[src/csfd_pkg.sv]
// Shared constants, opcodes and states of the status flag datapath
package csfd_pkg;
  localparam int DATA_W = 8;
  localparam int ADDR_W = 16;
  // Processor status word bit positions
  localparam int PS_C = 0;
  localparam int PS_Z = 1;
  localparam int PS_I = 2;
  localparam int PS_D = 3;
  localparam int PS_B = 4;
  localparam int PS_T = 5;
  localparam int PS_V = 6;
  localparam int PS_N = 7;
  localparam logic [7:0] PS_RESET = 8'h04;
  localparam logic [7:0] SP_RESET = 8'hff;
  localparam logic [7:0] STACK_PAGE = 8'h01;
  // Register port indices
  localparam logic [2:0] REG_ACC = 3'h0;
  localparam logic [2:0] REG_INDEX_X = 3'h1;
  localparam logic [2:0] REG_INDEX_Y = 3'h2;
  localparam logic [2:0] REG_STACK = 3'h3;
  localparam logic [2:0] REG_STATUS = 3'h4;

  typedef enum logic [4:0] {
    OP_CARRY_ADD = 5'h00, OP_BORROW_SUB = 5'h01, OP_CONJ = 5'h02, OP_XOR = 5'h03,
    OP_IOR = 5'h04, OP_BIT_CLEAR = 5'h05, OP_BIT_SET = 5'h06, OP_SHL = 5'h07,
    OP_SHR = 5'h08, OP_ROT_LEFT = 5'h09, OP_ROT_RIGHT = 5'h0a, OP_NIB_ROT = 5'h0b,
    OP_COUNT_UP = 5'h0c, OP_COUNT_DOWN = 5'h0d, OP_INVERT = 5'h0e, OP_STATUS_PUSH = 5'h0f,
    OP_STATUS_PULL = 5'h10, OP_PRODUCT = 5'h11, OP_QUOTIENT = 5'h12, OP_JUMP_IND = 5'h13,
    OP_DEC_SET = 5'h14, OP_DEC_CLEAR = 5'h15, OP_CARRY_SET = 5'h16, OP_CARRY_CLEAR = 5'h17,
    OP_XMODE_SET = 5'h18, OP_XMODE_CLEAR = 5'h19, OP_IRQ_OFF = 5'h1a, OP_IRQ_ON = 5'h1b
  } csfd_op_t;

  typedef enum logic [2:0] {
    ST_IDLE = 3'b000, ST_READ = 3'b001, ST_EXEC = 3'b010, ST_WRITE = 3'b011,
    ST_HI_READ = 3'b100, ST_HI_EXEC = 3'b101
  } csfd_state_t;

  // Always read-modify-write on memory
  function automatic logic csfd_is_rmw(input csfd_op_t op);
    return op inside {OP_BIT_CLEAR, OP_BIT_SET, OP_SHL, OP_SHR, OP_ROT_LEFT,
      OP_ROT_RIGHT, OP_NIB_ROT, OP_COUNT_UP, OP_COUNT_DOWN, OP_INVERT};
  endfunction

  // Accumulator operations that move to memory in index-memory mode
  function automatic logic csfd_is_acc_op(input csfd_op_t op);
    return op inside {OP_CARRY_ADD, OP_BORROW_SUB, OP_CONJ, OP_XOR, OP_IOR};
  endfunction

  function automatic logic [7:0] csfd_bcd_val(input logic [7:0] b);
    return 8'(({4'h0, b[7:4]} * 8'd10) + {4'h0, b[3:0]});
  endfunction
endpackage

[src/csfd_adder.sv]
// Binary and packed decimal add and subtract
`timescale 1ns/1ns
module csfd_adder (
  input wire logic [7:0] i_a,
  input wire logic [7:0] i_b,
  input wire logic i_carry,
  input wire logic i_sub,
  input wire logic i_decimal,
  output logic [7:0] o_result,
  output logic o_carry,
  output logic o_overflow
);
  logic [7:0] b_eff;
  logic [8:0] bin_sum;
  logic [4:0] lo_add;
  logic [4:0] lo_fix;
  logic [4:0] hi_add;
  logic [4:0] hi_fix;
  logic [4:0] lo_sub;
  logic [4:0] hi_sub;
  logic [7:0] dec_add;
  logic [7:0] dec_sub;
  logic dec_add_c;
  logic dec_sub_c;

  assign b_eff = i_sub ? ~i_b : i_b;
  assign bin_sum = {1'b0, i_a} + {1'b0, b_eff} + {8'h00, i_carry};
  assign o_overflow = (i_a[7] == b_eff[7]) && (bin_sum[7] != i_a[7]);
  // Decimal add: each nibble above nine gets six added
  assign lo_add = {1'b0, i_a[3:0]} + {1'b0, i_b[3:0]} + {4'h0, i_carry};
  assign lo_fix = (lo_add > 5'h09) ? 5'(lo_add + 5'h06) : lo_add;
  assign hi_add = {1'b0, i_a[7:4]} + {1'b0, i_b[7:4]} + {4'h0, lo_fix[4]};
  assign hi_fix = (hi_add > 5'h09) ? 5'(hi_add + 5'h06) : hi_add;
  assign dec_add = {hi_fix[3:0], lo_fix[3:0]};
  assign dec_add_c = hi_fix[4];
  // Decimal subtract: a borrowing nibble gets six taken off
  assign lo_sub = {1'b0, i_a[3:0]} - {1'b0, i_b[3:0]} - {4'h0, ~i_carry};
  assign hi_sub = {1'b0, i_a[7:4]} - {1'b0, i_b[7:4]} - {4'h0, lo_sub[4]};
  assign dec_sub = {(hi_sub[4] ? 4'(hi_sub[3:0] - 4'h6) : hi_sub[3:0]),
                    (lo_sub[4] ? 4'(lo_sub[3:0] - 4'h6) : lo_sub[3:0])};
  assign dec_sub_c = ~hi_sub[4];
  assign o_result = !i_decimal ? bin_sum[7:0] : (i_sub ? dec_sub : dec_add);
  assign o_carry = !i_decimal ? bin_sum[8] : (i_sub ? dec_sub_c : dec_add_c);
endmodule // csfd_adder

[src/csfd_muldiv.sv]
// Plain binary product and quotient
`timescale 1ns/1ns
module csfd_muldiv (
  input wire logic [7:0] i_a,
  input wire logic [7:0] i_m,
  output logic [15:0] o_product,
  output logic [7:0] o_quotient,
  output logic [7:0] o_remainder
);
  assign o_product = {8'h00, i_a} * {8'h00, i_m};
  // Divide by zero gives all ones and keeps the dividend as remainder
  assign o_quotient = (i_m == 8'h00) ? 8'hff : 8'(i_a / i_m);
  assign o_remainder = (i_m == 8'h00) ? i_a : 8'(i_a % i_m);
endmodule // csfd_muldiv

[src/csfd_core.sv]
// Status word, arithmetic datapath and read-modify-write sequencer
// Operation
// RULE_01 - Reset sets interrupt disable flag only
// RULE_02 - Status push leaves word at S+1
// RULE_03 - Decimal results only for add and subtract
// RULE_04 - Decimal N, V, Z flags carry no meaning
// RULE_05 - Decimal carry set on carry, cleared on borrow
// RULE_06 - Multiply and divide ignore mode flags
// RULE_07 - Multiply and divide keep status word
// RULE_08 - Read-modify-write reads, modifies, writes same address
// RULE_09 - Bit, shift, rotate, count, invert use read-modify-write
// RULE_10 - Index-memory mode makes accumulator ops read-modify-write
// RULE_11 - Unreadable targets still read, modified, written back
// RULE_12 - Software avoids pointers on page last byte
// RULE_13 - Pointer high fetch wraps within page
// RULE_14 - Index-memory mode targets memory, not accumulator
`timescale 1ns/1ns
module csfd_core (
  input wire logic i_clk,
  input wire logic i_rst,
  input wire logic i_cmd_valid,
  input wire csfd_pkg::csfd_op_t i_cmd_op,
  input wire logic [csfd_pkg::ADDR_W-1:0] i_cmd_addr,
  input wire logic [2:0] i_cmd_bit,
  output logic o_cmd_ready,
  output logic o_cmd_done,
  output logic [csfd_pkg::ADDR_W-1:0] o_mem_addr,
  output logic [csfd_pkg::DATA_W-1:0] o_mem_wdata,
  output logic o_mem_we,
  output logic o_mem_re,
  input wire logic [csfd_pkg::DATA_W-1:0] i_mem_rdata,
  input wire logic [2:0] i_reg_addr,
  input wire logic [csfd_pkg::DATA_W-1:0] i_reg_wdata,
  input wire logic i_reg_we,
  input wire logic i_reg_re,
  output logic [csfd_pkg::DATA_W-1:0] o_reg_rdata,
  output logic [csfd_pkg::DATA_W-1:0] o_status,
  output logic [csfd_pkg::ADDR_W-1:0] o_jump_target
);
  import csfd_pkg::*;

  csfd_state_t state_reg, state_next;
  csfd_op_t op_reg;
  logic [7:0] acc_reg, x_reg, y_reg, sp_reg, ps_reg;
  logic [15:0] addr_reg;
  logic [2:0] bit_reg;
  logic [7:0] ptr_lo_reg;
  logic [7:0] acc_next, y_next, sp_next, ps_next;
  logic rmw_reg;

  // Command decode
  wire accept = i_cmd_valid && o_cmd_ready;
  wire t_flag = ps_reg[PS_T];
  wire d_flag = ps_reg[PS_D];
  wire cmd_rmw = csfd_is_rmw(i_cmd_op) || (t_flag && csfd_is_acc_op(i_cmd_op)); // see RULE_09
  wire cmd_reads = cmd_rmw || csfd_is_acc_op(i_cmd_op) ||
                   (i_cmd_op inside {OP_STATUS_PULL, OP_PRODUCT, OP_QUOTIENT, OP_JUMP_IND});
  wire cmd_push = (i_cmd_op == OP_STATUS_PUSH);
  wire [7:0] sp_inc = 8'(sp_reg + 8'h01);
  wire [7:0] sp_dec = 8'(sp_reg - 8'h01);
  wire [15:0] stack_top = {STACK_PAGE, sp_reg};
  wire [15:0] stack_pull = {STACK_PAGE, sp_inc};
  wire [15:0] read_addr = (i_cmd_op == OP_STATUS_PULL) ? stack_pull : i_cmd_addr;
  // Pointer high byte wraps within the page
  wire [15:0] ptr_hi_addr = {addr_reg[15:8], 8'(addr_reg[7:0] + 8'h01)}; // see RULE_13
  wire [7:0] mem_val = i_mem_rdata;
  wire is_sub = (op_reg == OP_BORROW_SUB);
  // Index-memory mode swaps operands so memory is the destination
  wire [7:0] opnd_a = rmw_reg ? mem_val : acc_reg; // see RULE_14
  wire [7:0] opnd_b = rmw_reg ? acc_reg : mem_val;
  wire [7:0] bit_mask = 8'(8'h01 << bit_reg);

  logic [7:0] add_res;
  logic add_c;
  logic add_v;
  logic [15:0] prod;
  logic [7:0] quot;
  logic [7:0] rem;

  // Decimal mode reaches the adder only
  csfd_adder u_adder (
    .i_a(opnd_a),
    .i_b(opnd_b),
    .i_carry(ps_reg[PS_C]),
    .i_sub(is_sub),
    .i_decimal(d_flag), // see RULE_03
    .o_result(add_res),
    .o_carry(add_c),
    .o_overflow(add_v)
  );

  // No mode flag enters the multiplier or divider
  csfd_muldiv u_muldiv (
    .i_a(acc_reg), // see RULE_06
    .i_m(mem_val),
    .o_product(prod),
    .o_quotient(quot),
    .o_remainder(rem)
  );

  // Result byte and carry out of the modify step
  logic [7:0] res;
  logic res_c;
  always_comb begin
    res = add_res;
    res_c = ps_reg[PS_C];
    case (op_reg)
      OP_CARRY_ADD, OP_BORROW_SUB: begin
        res = add_res;
        res_c = add_c; // see RULE_05
      end
      OP_CONJ: res = opnd_a & opnd_b;
      OP_XOR: res = opnd_a ^ opnd_b;
      OP_IOR: res = opnd_a | opnd_b;
      OP_BIT_CLEAR: res = mem_val & ~bit_mask;
      OP_BIT_SET: res = mem_val | bit_mask;
      OP_SHL: begin
        res = {mem_val[6:0], 1'b0};
        res_c = mem_val[7];
      end
      OP_SHR: begin
        res = {1'b0, mem_val[7:1]};
        res_c = mem_val[0];
      end
      OP_ROT_LEFT: begin
        res = {mem_val[6:0], ps_reg[PS_C]};
        res_c = mem_val[7];
      end
      OP_ROT_RIGHT: begin
        res = {ps_reg[PS_C], mem_val[7:1]};
        res_c = mem_val[0];
      end
      OP_NIB_ROT: res = {mem_val[3:0], mem_val[7:4]};
      OP_COUNT_UP: res = 8'(mem_val + 8'h01);
      OP_COUNT_DOWN: res = 8'(mem_val - 8'h01);
      OP_INVERT: res = ~mem_val;
      default: res = mem_val;
    endcase
  end

  // Which flags the modify step rewrites
  wire upd_nz = csfd_is_acc_op(op_reg) || (op_reg inside {OP_SHL, OP_SHR, OP_ROT_LEFT,
                OP_ROT_RIGHT, OP_COUNT_UP, OP_COUNT_DOWN, OP_INVERT});
  wire upd_c = (op_reg inside {OP_CARRY_ADD, OP_BORROW_SUB, OP_SHL, OP_SHR, OP_ROT_LEFT,
                OP_ROT_RIGHT});
  // In decimal mode N and Z come from the corrected result, V from the binary sum, and they mean nothing
  wire upd_v = (op_reg inside {OP_CARRY_ADD, OP_BORROW_SUB}); // see RULE_04
  wire [7:0] ps_exec = {upd_nz ? res[7] : ps_reg[PS_N], upd_v ? add_v : ps_reg[PS_V],
                        ps_reg[5:2], upd_nz ? (res == 8'h00) : ps_reg[PS_Z],
                        upd_c ? res_c : ps_reg[PS_C]};
  wire in_exec = (state_reg == ST_EXEC);
  wire sw_status_we = i_reg_we && (i_reg_addr == REG_STATUS);

  // Next state and architectural register updates
  always_comb begin
    state_next = state_reg;
    acc_next = acc_reg;
    y_next = y_reg;
    sp_next = sp_reg;
    ps_next = ps_reg;
    case (state_reg)
      ST_IDLE: begin
        if (accept) begin
          if (cmd_reads) begin
            state_next = ST_READ;
          end else if (cmd_push) begin
            state_next = ST_WRITE;
            sp_next = sp_dec; // see RULE_02
          end
          case (i_cmd_op)
            OP_STATUS_PULL: sp_next = sp_inc;
            OP_DEC_SET: ps_next[PS_D] = 1'b1;
            OP_DEC_CLEAR: ps_next[PS_D] = 1'b0;
            OP_CARRY_SET: ps_next[PS_C] = 1'b1;
            OP_CARRY_CLEAR: ps_next[PS_C] = 1'b0;
            OP_XMODE_SET: ps_next[PS_T] = 1'b1;
            OP_XMODE_CLEAR: ps_next[PS_T] = 1'b0;
            OP_IRQ_OFF: ps_next[PS_I] = 1'b1;
            OP_IRQ_ON: ps_next[PS_I] = 1'b0;
            default: ps_next = ps_reg;
          endcase
        end
      end
      ST_READ: state_next = ST_EXEC;
      ST_EXEC: begin
        // Unreadable targets get no special case: whatever came back is modified
        state_next = rmw_reg ? ST_WRITE : ST_IDLE; // see RULE_11
        case (op_reg)
          OP_STATUS_PULL: ps_next = mem_val;
          OP_PRODUCT: {y_next, acc_next} = prod; // see RULE_07
          OP_QUOTIENT: begin
            acc_next = quot;
            y_next = rem;
          end
          OP_JUMP_IND: state_next = ST_HI_READ;
          default: begin
            ps_next = ps_exec;
            if (!rmw_reg) begin
              acc_next = res; // see RULE_14
            end
          end
        endcase
      end
      ST_WRITE: state_next = ST_IDLE;
      ST_HI_READ: state_next = ST_HI_EXEC;
      ST_HI_EXEC: state_next = ST_IDLE;
      default: state_next = ST_IDLE;
    endcase
  end

  // Sequencer and bus strobes
  always_ff @(posedge i_clk) begin
    if (i_rst) begin
      state_reg <= ST_IDLE;
      op_reg <= OP_CARRY_ADD;
      rmw_reg <= 1'b0;
      addr_reg <= 16'h0000;
      bit_reg <= 3'h0;
      ptr_lo_reg <= 8'h00;
      o_mem_addr <= 16'h0000;
      o_mem_wdata <= 8'h00;
      o_mem_we <= 1'b0;
      o_mem_re <= 1'b0;
      o_cmd_ready <= 1'b0;
      o_cmd_done <= 1'b0;
      o_jump_target <= 16'h0000;
    end else begin
      state_reg <= state_next;
      o_mem_we <= 1'b0;
      o_mem_re <= 1'b0;
      o_cmd_done <= 1'b0;
      o_cmd_ready <= (state_next == ST_IDLE);
      if (accept) begin
        op_reg <= i_cmd_op;
        rmw_reg <= cmd_rmw; // see RULE_10
        addr_reg <= read_addr;
        bit_reg <= i_cmd_bit;
        o_mem_addr <= cmd_push ? stack_top : read_addr;
        o_mem_wdata <= ps_reg;
        o_mem_re <= cmd_reads;
        o_mem_we <= cmd_push;
        o_cmd_done <= !cmd_reads && !cmd_push;
      end
      if (in_exec) begin
        if (rmw_reg) begin
          o_mem_addr <= addr_reg; // see RULE_08
          o_mem_wdata <= res;
          o_mem_we <= 1'b1;
        end else if (op_reg == OP_JUMP_IND) begin
          ptr_lo_reg <= mem_val;
          o_mem_addr <= ptr_hi_addr;
          o_mem_re <= 1'b1;
        end else begin
          o_cmd_done <= 1'b1;
        end
      end
      if (state_reg == ST_WRITE) begin
        o_cmd_done <= 1'b1;
      end
      if (state_reg == ST_HI_EXEC) begin
        o_jump_target <= {mem_val, ptr_lo_reg};
        o_cmd_done <= 1'b1;
      end
    end
  end

  // Architectural registers; the core wins over a software write in the same cycle when its update changes the register
  always_ff @(posedge i_clk) begin
    if (i_rst) begin
      acc_reg <= 8'h00;
      x_reg <= 8'h00;
      y_reg <= 8'h00;
      sp_reg <= SP_RESET;
      ps_reg <= PS_RESET; // see RULE_01
    end else begin
      acc_reg <= (i_reg_we && i_reg_addr == REG_ACC && acc_next == acc_reg) ?
                 i_reg_wdata : acc_next;
      y_reg <= (i_reg_we && i_reg_addr == REG_INDEX_Y && y_next == y_reg) ?
               i_reg_wdata : y_next;
      sp_reg <= (i_reg_we && i_reg_addr == REG_STACK && sp_next == sp_reg) ?
                i_reg_wdata : sp_next;
      ps_reg <= (sw_status_we && ps_next == ps_reg) ? i_reg_wdata : ps_next;
      if (i_reg_we && i_reg_addr == REG_INDEX_X) begin
        x_reg <= i_reg_wdata;
      end
    end
  end

  // Register read port, data one cycle after the strobe
  always_ff @(posedge i_clk) begin
    if (i_rst) begin
      o_reg_rdata <= 8'h00;
      o_status <= PS_RESET;
    end else begin
      o_status <= ps_next;
      o_reg_rdata <= 8'h00;
      if (i_reg_re) begin
        case (i_reg_addr)
          REG_ACC: o_reg_rdata <= acc_reg;
          REG_INDEX_X: o_reg_rdata <= x_reg;
          REG_INDEX_Y: o_reg_rdata <= y_reg;
          REG_STACK: o_reg_rdata <= sp_reg;
          REG_STATUS: o_reg_rdata <= ps_reg;
          default: o_reg_rdata <= 8'h00;
        endcase
      end
    end
  end
endmodule // csfd_core

[config.mk]
export PLATFORM = sky130hd
export DESIGN_NAME = csfd_core
export DESIGN_NICKNAME = d
export VERILOG_FILES = /design/src/csfd_pkg.sv /design/src/csfd_adder.sv /design/src/csfd_muldiv.sv /design/src/csfd_core.sv
export SDC_FILE = /design/constraint.sdc
export NUM_CORES = 1
export LEC_CHECK = 0
export ABC_CLOCK_PERIOD_IN_PS = 18900
export BUFFER_PORTS_ARGS = -buffer_cell sky130_fd_sc_hd__buf_2
export CORE_ASPECT_RATIO = 0.9
export CORE_MARGIN = 1
export CORE_UTILIZATION = 45
export CTS_CLUSTER_DIAMETER = 80
export CTS_CLUSTER_SIZE = 40
export DETAILED_ROUTE_END_ITERATION = 8
export PLACE_DENSITY_LB_ADDON = 0.3
export SETUP_SLACK_MARGIN = 0.5
export SYNTH_ARGS = -nofsm -noshare
export SYNTH_HDL_FRONTEND = slang
export SYNTH_HIERARCHICAL = 1
export SYNTH_SLANG_ARGS = --single-unit
[constraint.sdc]
create_clock -name i_clk -period 18.9 [get_ports i_clk]
set_input_delay 3.78 -clock i_clk [delete_from_list [all_inputs] [get_ports i_clk]]
set_output_delay 3.78 -clock i_clk [all_outputs]
set_load 0.05 [all_outputs]
==> flow_summary.toml <==
[worst_setup_path]
critPathLaunchType = "input pin"
max_stage_delay_ps = 690
crit_top_cell = "ha_1"
cp_max_fo = 25
critPathCaptureType = "flip-flop"
r2r_start = "acc_reg[7]"
critPathSlowestCell = "clkinv_1"
critPathKind = "input pin to flip-flop"
worstPathRequired_ps = 19200
rr_worst_depth = 52
rr_endpoint = "acc_reg[7]"
cp.arrival_ps = 17700
rrSetupSlack_ps = 5500

[sta]
slew_violations = 0
finalHoldViolCount = 0
clock_skew_ps = 9.17
min_period_ps = 17400
min_period_over_period_pct = 92.1
max_freq_mhz = 57.5
rsz0062_at_grt = "no"
setup_viol = 0
relSlewSlack_pct = 24.9
worstMarginPinSlew_ps = 1130
fin_ws_ps = 1500
totalNegativeSetupSlack_ps = 0

[floorplanning]
ioPinCount = 108
start_util_pct = 46.2
std_cell_rows = 63
die_area_sq_mm = 0.0349
core_sq_mm = 0.0333
die_y_microns = 177
die_w_microns = 197

[power_and_ir_drop]
power_density_mw_per_mm2 = 68.9
vdd_drop_max_v = 0.0000701
leakagePower_nw = 7.23

[clock_network]
cts_sinks = 136
clockBufferDepth = 2
cts-root-buf = "clkbuf_16"
tritoncts.num_buffers = 17
clkLatencyLatePin_ps = 420
cts_tree = "done"
clkSlewWorstSetupHoldPaths_ps = 60
postCtsHoldBufs = 0
ctsHtreeMaxLevel = 4

[synthesis]
yosysWarnings = 6
synth-compound-area-share_pct = 23.8
synth_common_cells = "nand2_1 (242), nor2_1 (211), a21oi_1 (150)"
netlist.area_leader.share_pct = 17.7
synthXorXnorAreaFrac_pct = 4.55
synthSimpleGateAreaFrac_pct = 23.5
yosys-top-cells-area = "dfxtp_1 (18%), ha_1 (11%), fa_1 (6.3%), nand2_1 (5.9%), nor2_1 (5.2%)"
ys_ff_latch = 136
synth_top_family_by_area = "compound AO/OA/AOI/OAI gates"
synth-seq-area-share_pct = 17.7
muxShareOfSynthArea_pct = 5.77
synthCells = 2047
yosys_most_used_dff = "dfxtp_1"
synth_cell_types = 109
synth_most_common_cell = "nand2_1"
syn_area_sq_mm = 0.0154
avgSynthCellArea_sq_um = 7.51
synth_edf_count = 0
async_flop_share_pct = 0
yosys.area.top_type = "dfxtp_1"
syn_nets = 2274
synth_fa_ha_area_share_pct = 16.9

[layout]
num_antenna_cells = 0
syn2layout_area_growth_pct = 8.39
stdcell_count = 2530
layout-drive-gt1-share_pct = 12.0
num-nets-final = 2289

[global_routing]
antenna_found_initial = 1
grtUsageMet3_pct = 6.06
grt_pass1_wl_microns = 80600
use_met1_pct = 41.2
grt_busiest_layer = "met2"
met2_usage_pct = 44.7
grt_max_degree = 90
grt_pass1_vias = 14600
grt_remaining_overflow = 0
grt_usage_pct = 29.2

[worst_hold_path]
min_path_type = "flip-flop to flip-flop"
min_to = "addr_reg[13]"
hold_start = "addr_reg[13]"
hold_path_depth = 2

[placed_design]
dp_slack_ps = 1280
hpwlAfterDp_microns = 38000
dp.cells = 2498
place.gp.congestion = 1.02
port_buffers = 107

[run_status]
outcome = "completed"

[drt]
wirelength_microns = 51700
num_vias = 15600
dr.pass1.iters = 6
detail-route-antenna-nets = 0
viasPerCell = 6.18
wl_per_cell_microns = 20.4
drt_iter0_drc = 1642
drc = 0

[job]
maxCapViolCount = 0
## worst max-delay path by stage
stage	from	to	slack, ps	cells after the start
4_1_cts	i_mem_rdata[1]	y_reg[7]	1690	53
2_1_floorplan	i_mem_rdata[7]	acc_reg[0]	3560	54
6_report	i_mem_rdata[1]	acc_reg[7]	1500	52
3_3_place_gp	i_mem_rdata[1]	y_reg[7]	1700	53
3_5_place_dp	i_mem_rdata[1]	y_reg[7]	1280	53
5_1_grt	i_mem_rdata[1]	y_reg[7]	760	53
## cell type report
cell class	count	area, sq um
Inverter	144	541
Tap cell	455	569
Timing Repair Buffer	131	718
Sequential cell	136	2720
Fill cell	3315	16600
Clock inverter	11	170
Multi-Input combinational cell	1632	11500
Clock buffer	21	460
## layout by cell type, fill, tap and decap left out, drive strengths merged, types with 11 or more instances in the layout
master    n
nand2   242
nor2    214
a21oi   155
inv     142
dfxtp   136
ha      131
buf     131
o21ai    92
nand3    55
mux2i    53
fa       48
xnor2    46
nor3     44
a22oi    38
xor2     33
a211oi   31
o211ai   29
nor2b    28
and2     28
mux2     28
nand2b   24
o22ai    24
clkbuf   21
o21a     20
a31oi    17
and3     17
or2      17
a21o     16
nor3b    16
a311oi   14
a221oi   13
nor4     11
## where the power goes
group / switching [W] / internal, W
logic: 0.000295 / 0.000179
clock network: 0.000132 / 0.000228
registers: 0.0000147 / 0.000299
total: 0.000442 / 0.000706
## kinds of logic (layout without fill, tap and decap cells)
| family | count (synthesis) | in the layout |
|---|---|---|
| XOR/XNOR | 79 | 79 |
| AO/OA/AOI/OAI | 541 | 541 |
| multiplexers | 82 | 82 |
| adder cells (fa/ha/maj) | 179 | 179 |
| buffers and inverters | 279 | 307 |
| flip-flops | 136 | 136 |
| AND/OR/NAND/NOR | 751 | 751 |
## worst max-delay path, delay by kind of cell
family                   cells  cell delay (ps)
buffers and inverters        5             1490
multiplexers                 6             1870
AND/OR/NAND/NOR             11             2410
adder cells (fa/ha/maj)      7             2090
AO/OA/AOI/OAI               23             6020
## routing by layer
layer  wire (microns)  part of all wire (%)
met1            23100                    45
met2            22400                    43
met3             5050                   9.8
met4             1080                   2.1
met5               13                 0.025
## what timing repair did
action | 4_1_cts | 5_1_grt
gates resized for setup | 0 | 1
setup endpoints to repair | 0 | 1
buffers inserted | 0 | 0
## stage by stage
stage / power, W / hold slack, ps / instance area [sq um] / util [%]
2_1_floorplan: 0.000664 / 432 / 15400 / -
3_3_place_gp: 0.000773 / 439 / 16000 / 48.2
3_5_place_dp: 0.000780 / 444 / 16000 / 48.2
4_1_cts: 0.00114 / 452 / 16700 / 50.1
5_1_grt: 0.00121 / 479 / 16700 / 50.1
6_report: 0.00115 / 455 / 16700 / 50.1
(Power assumes the default switching activity.)
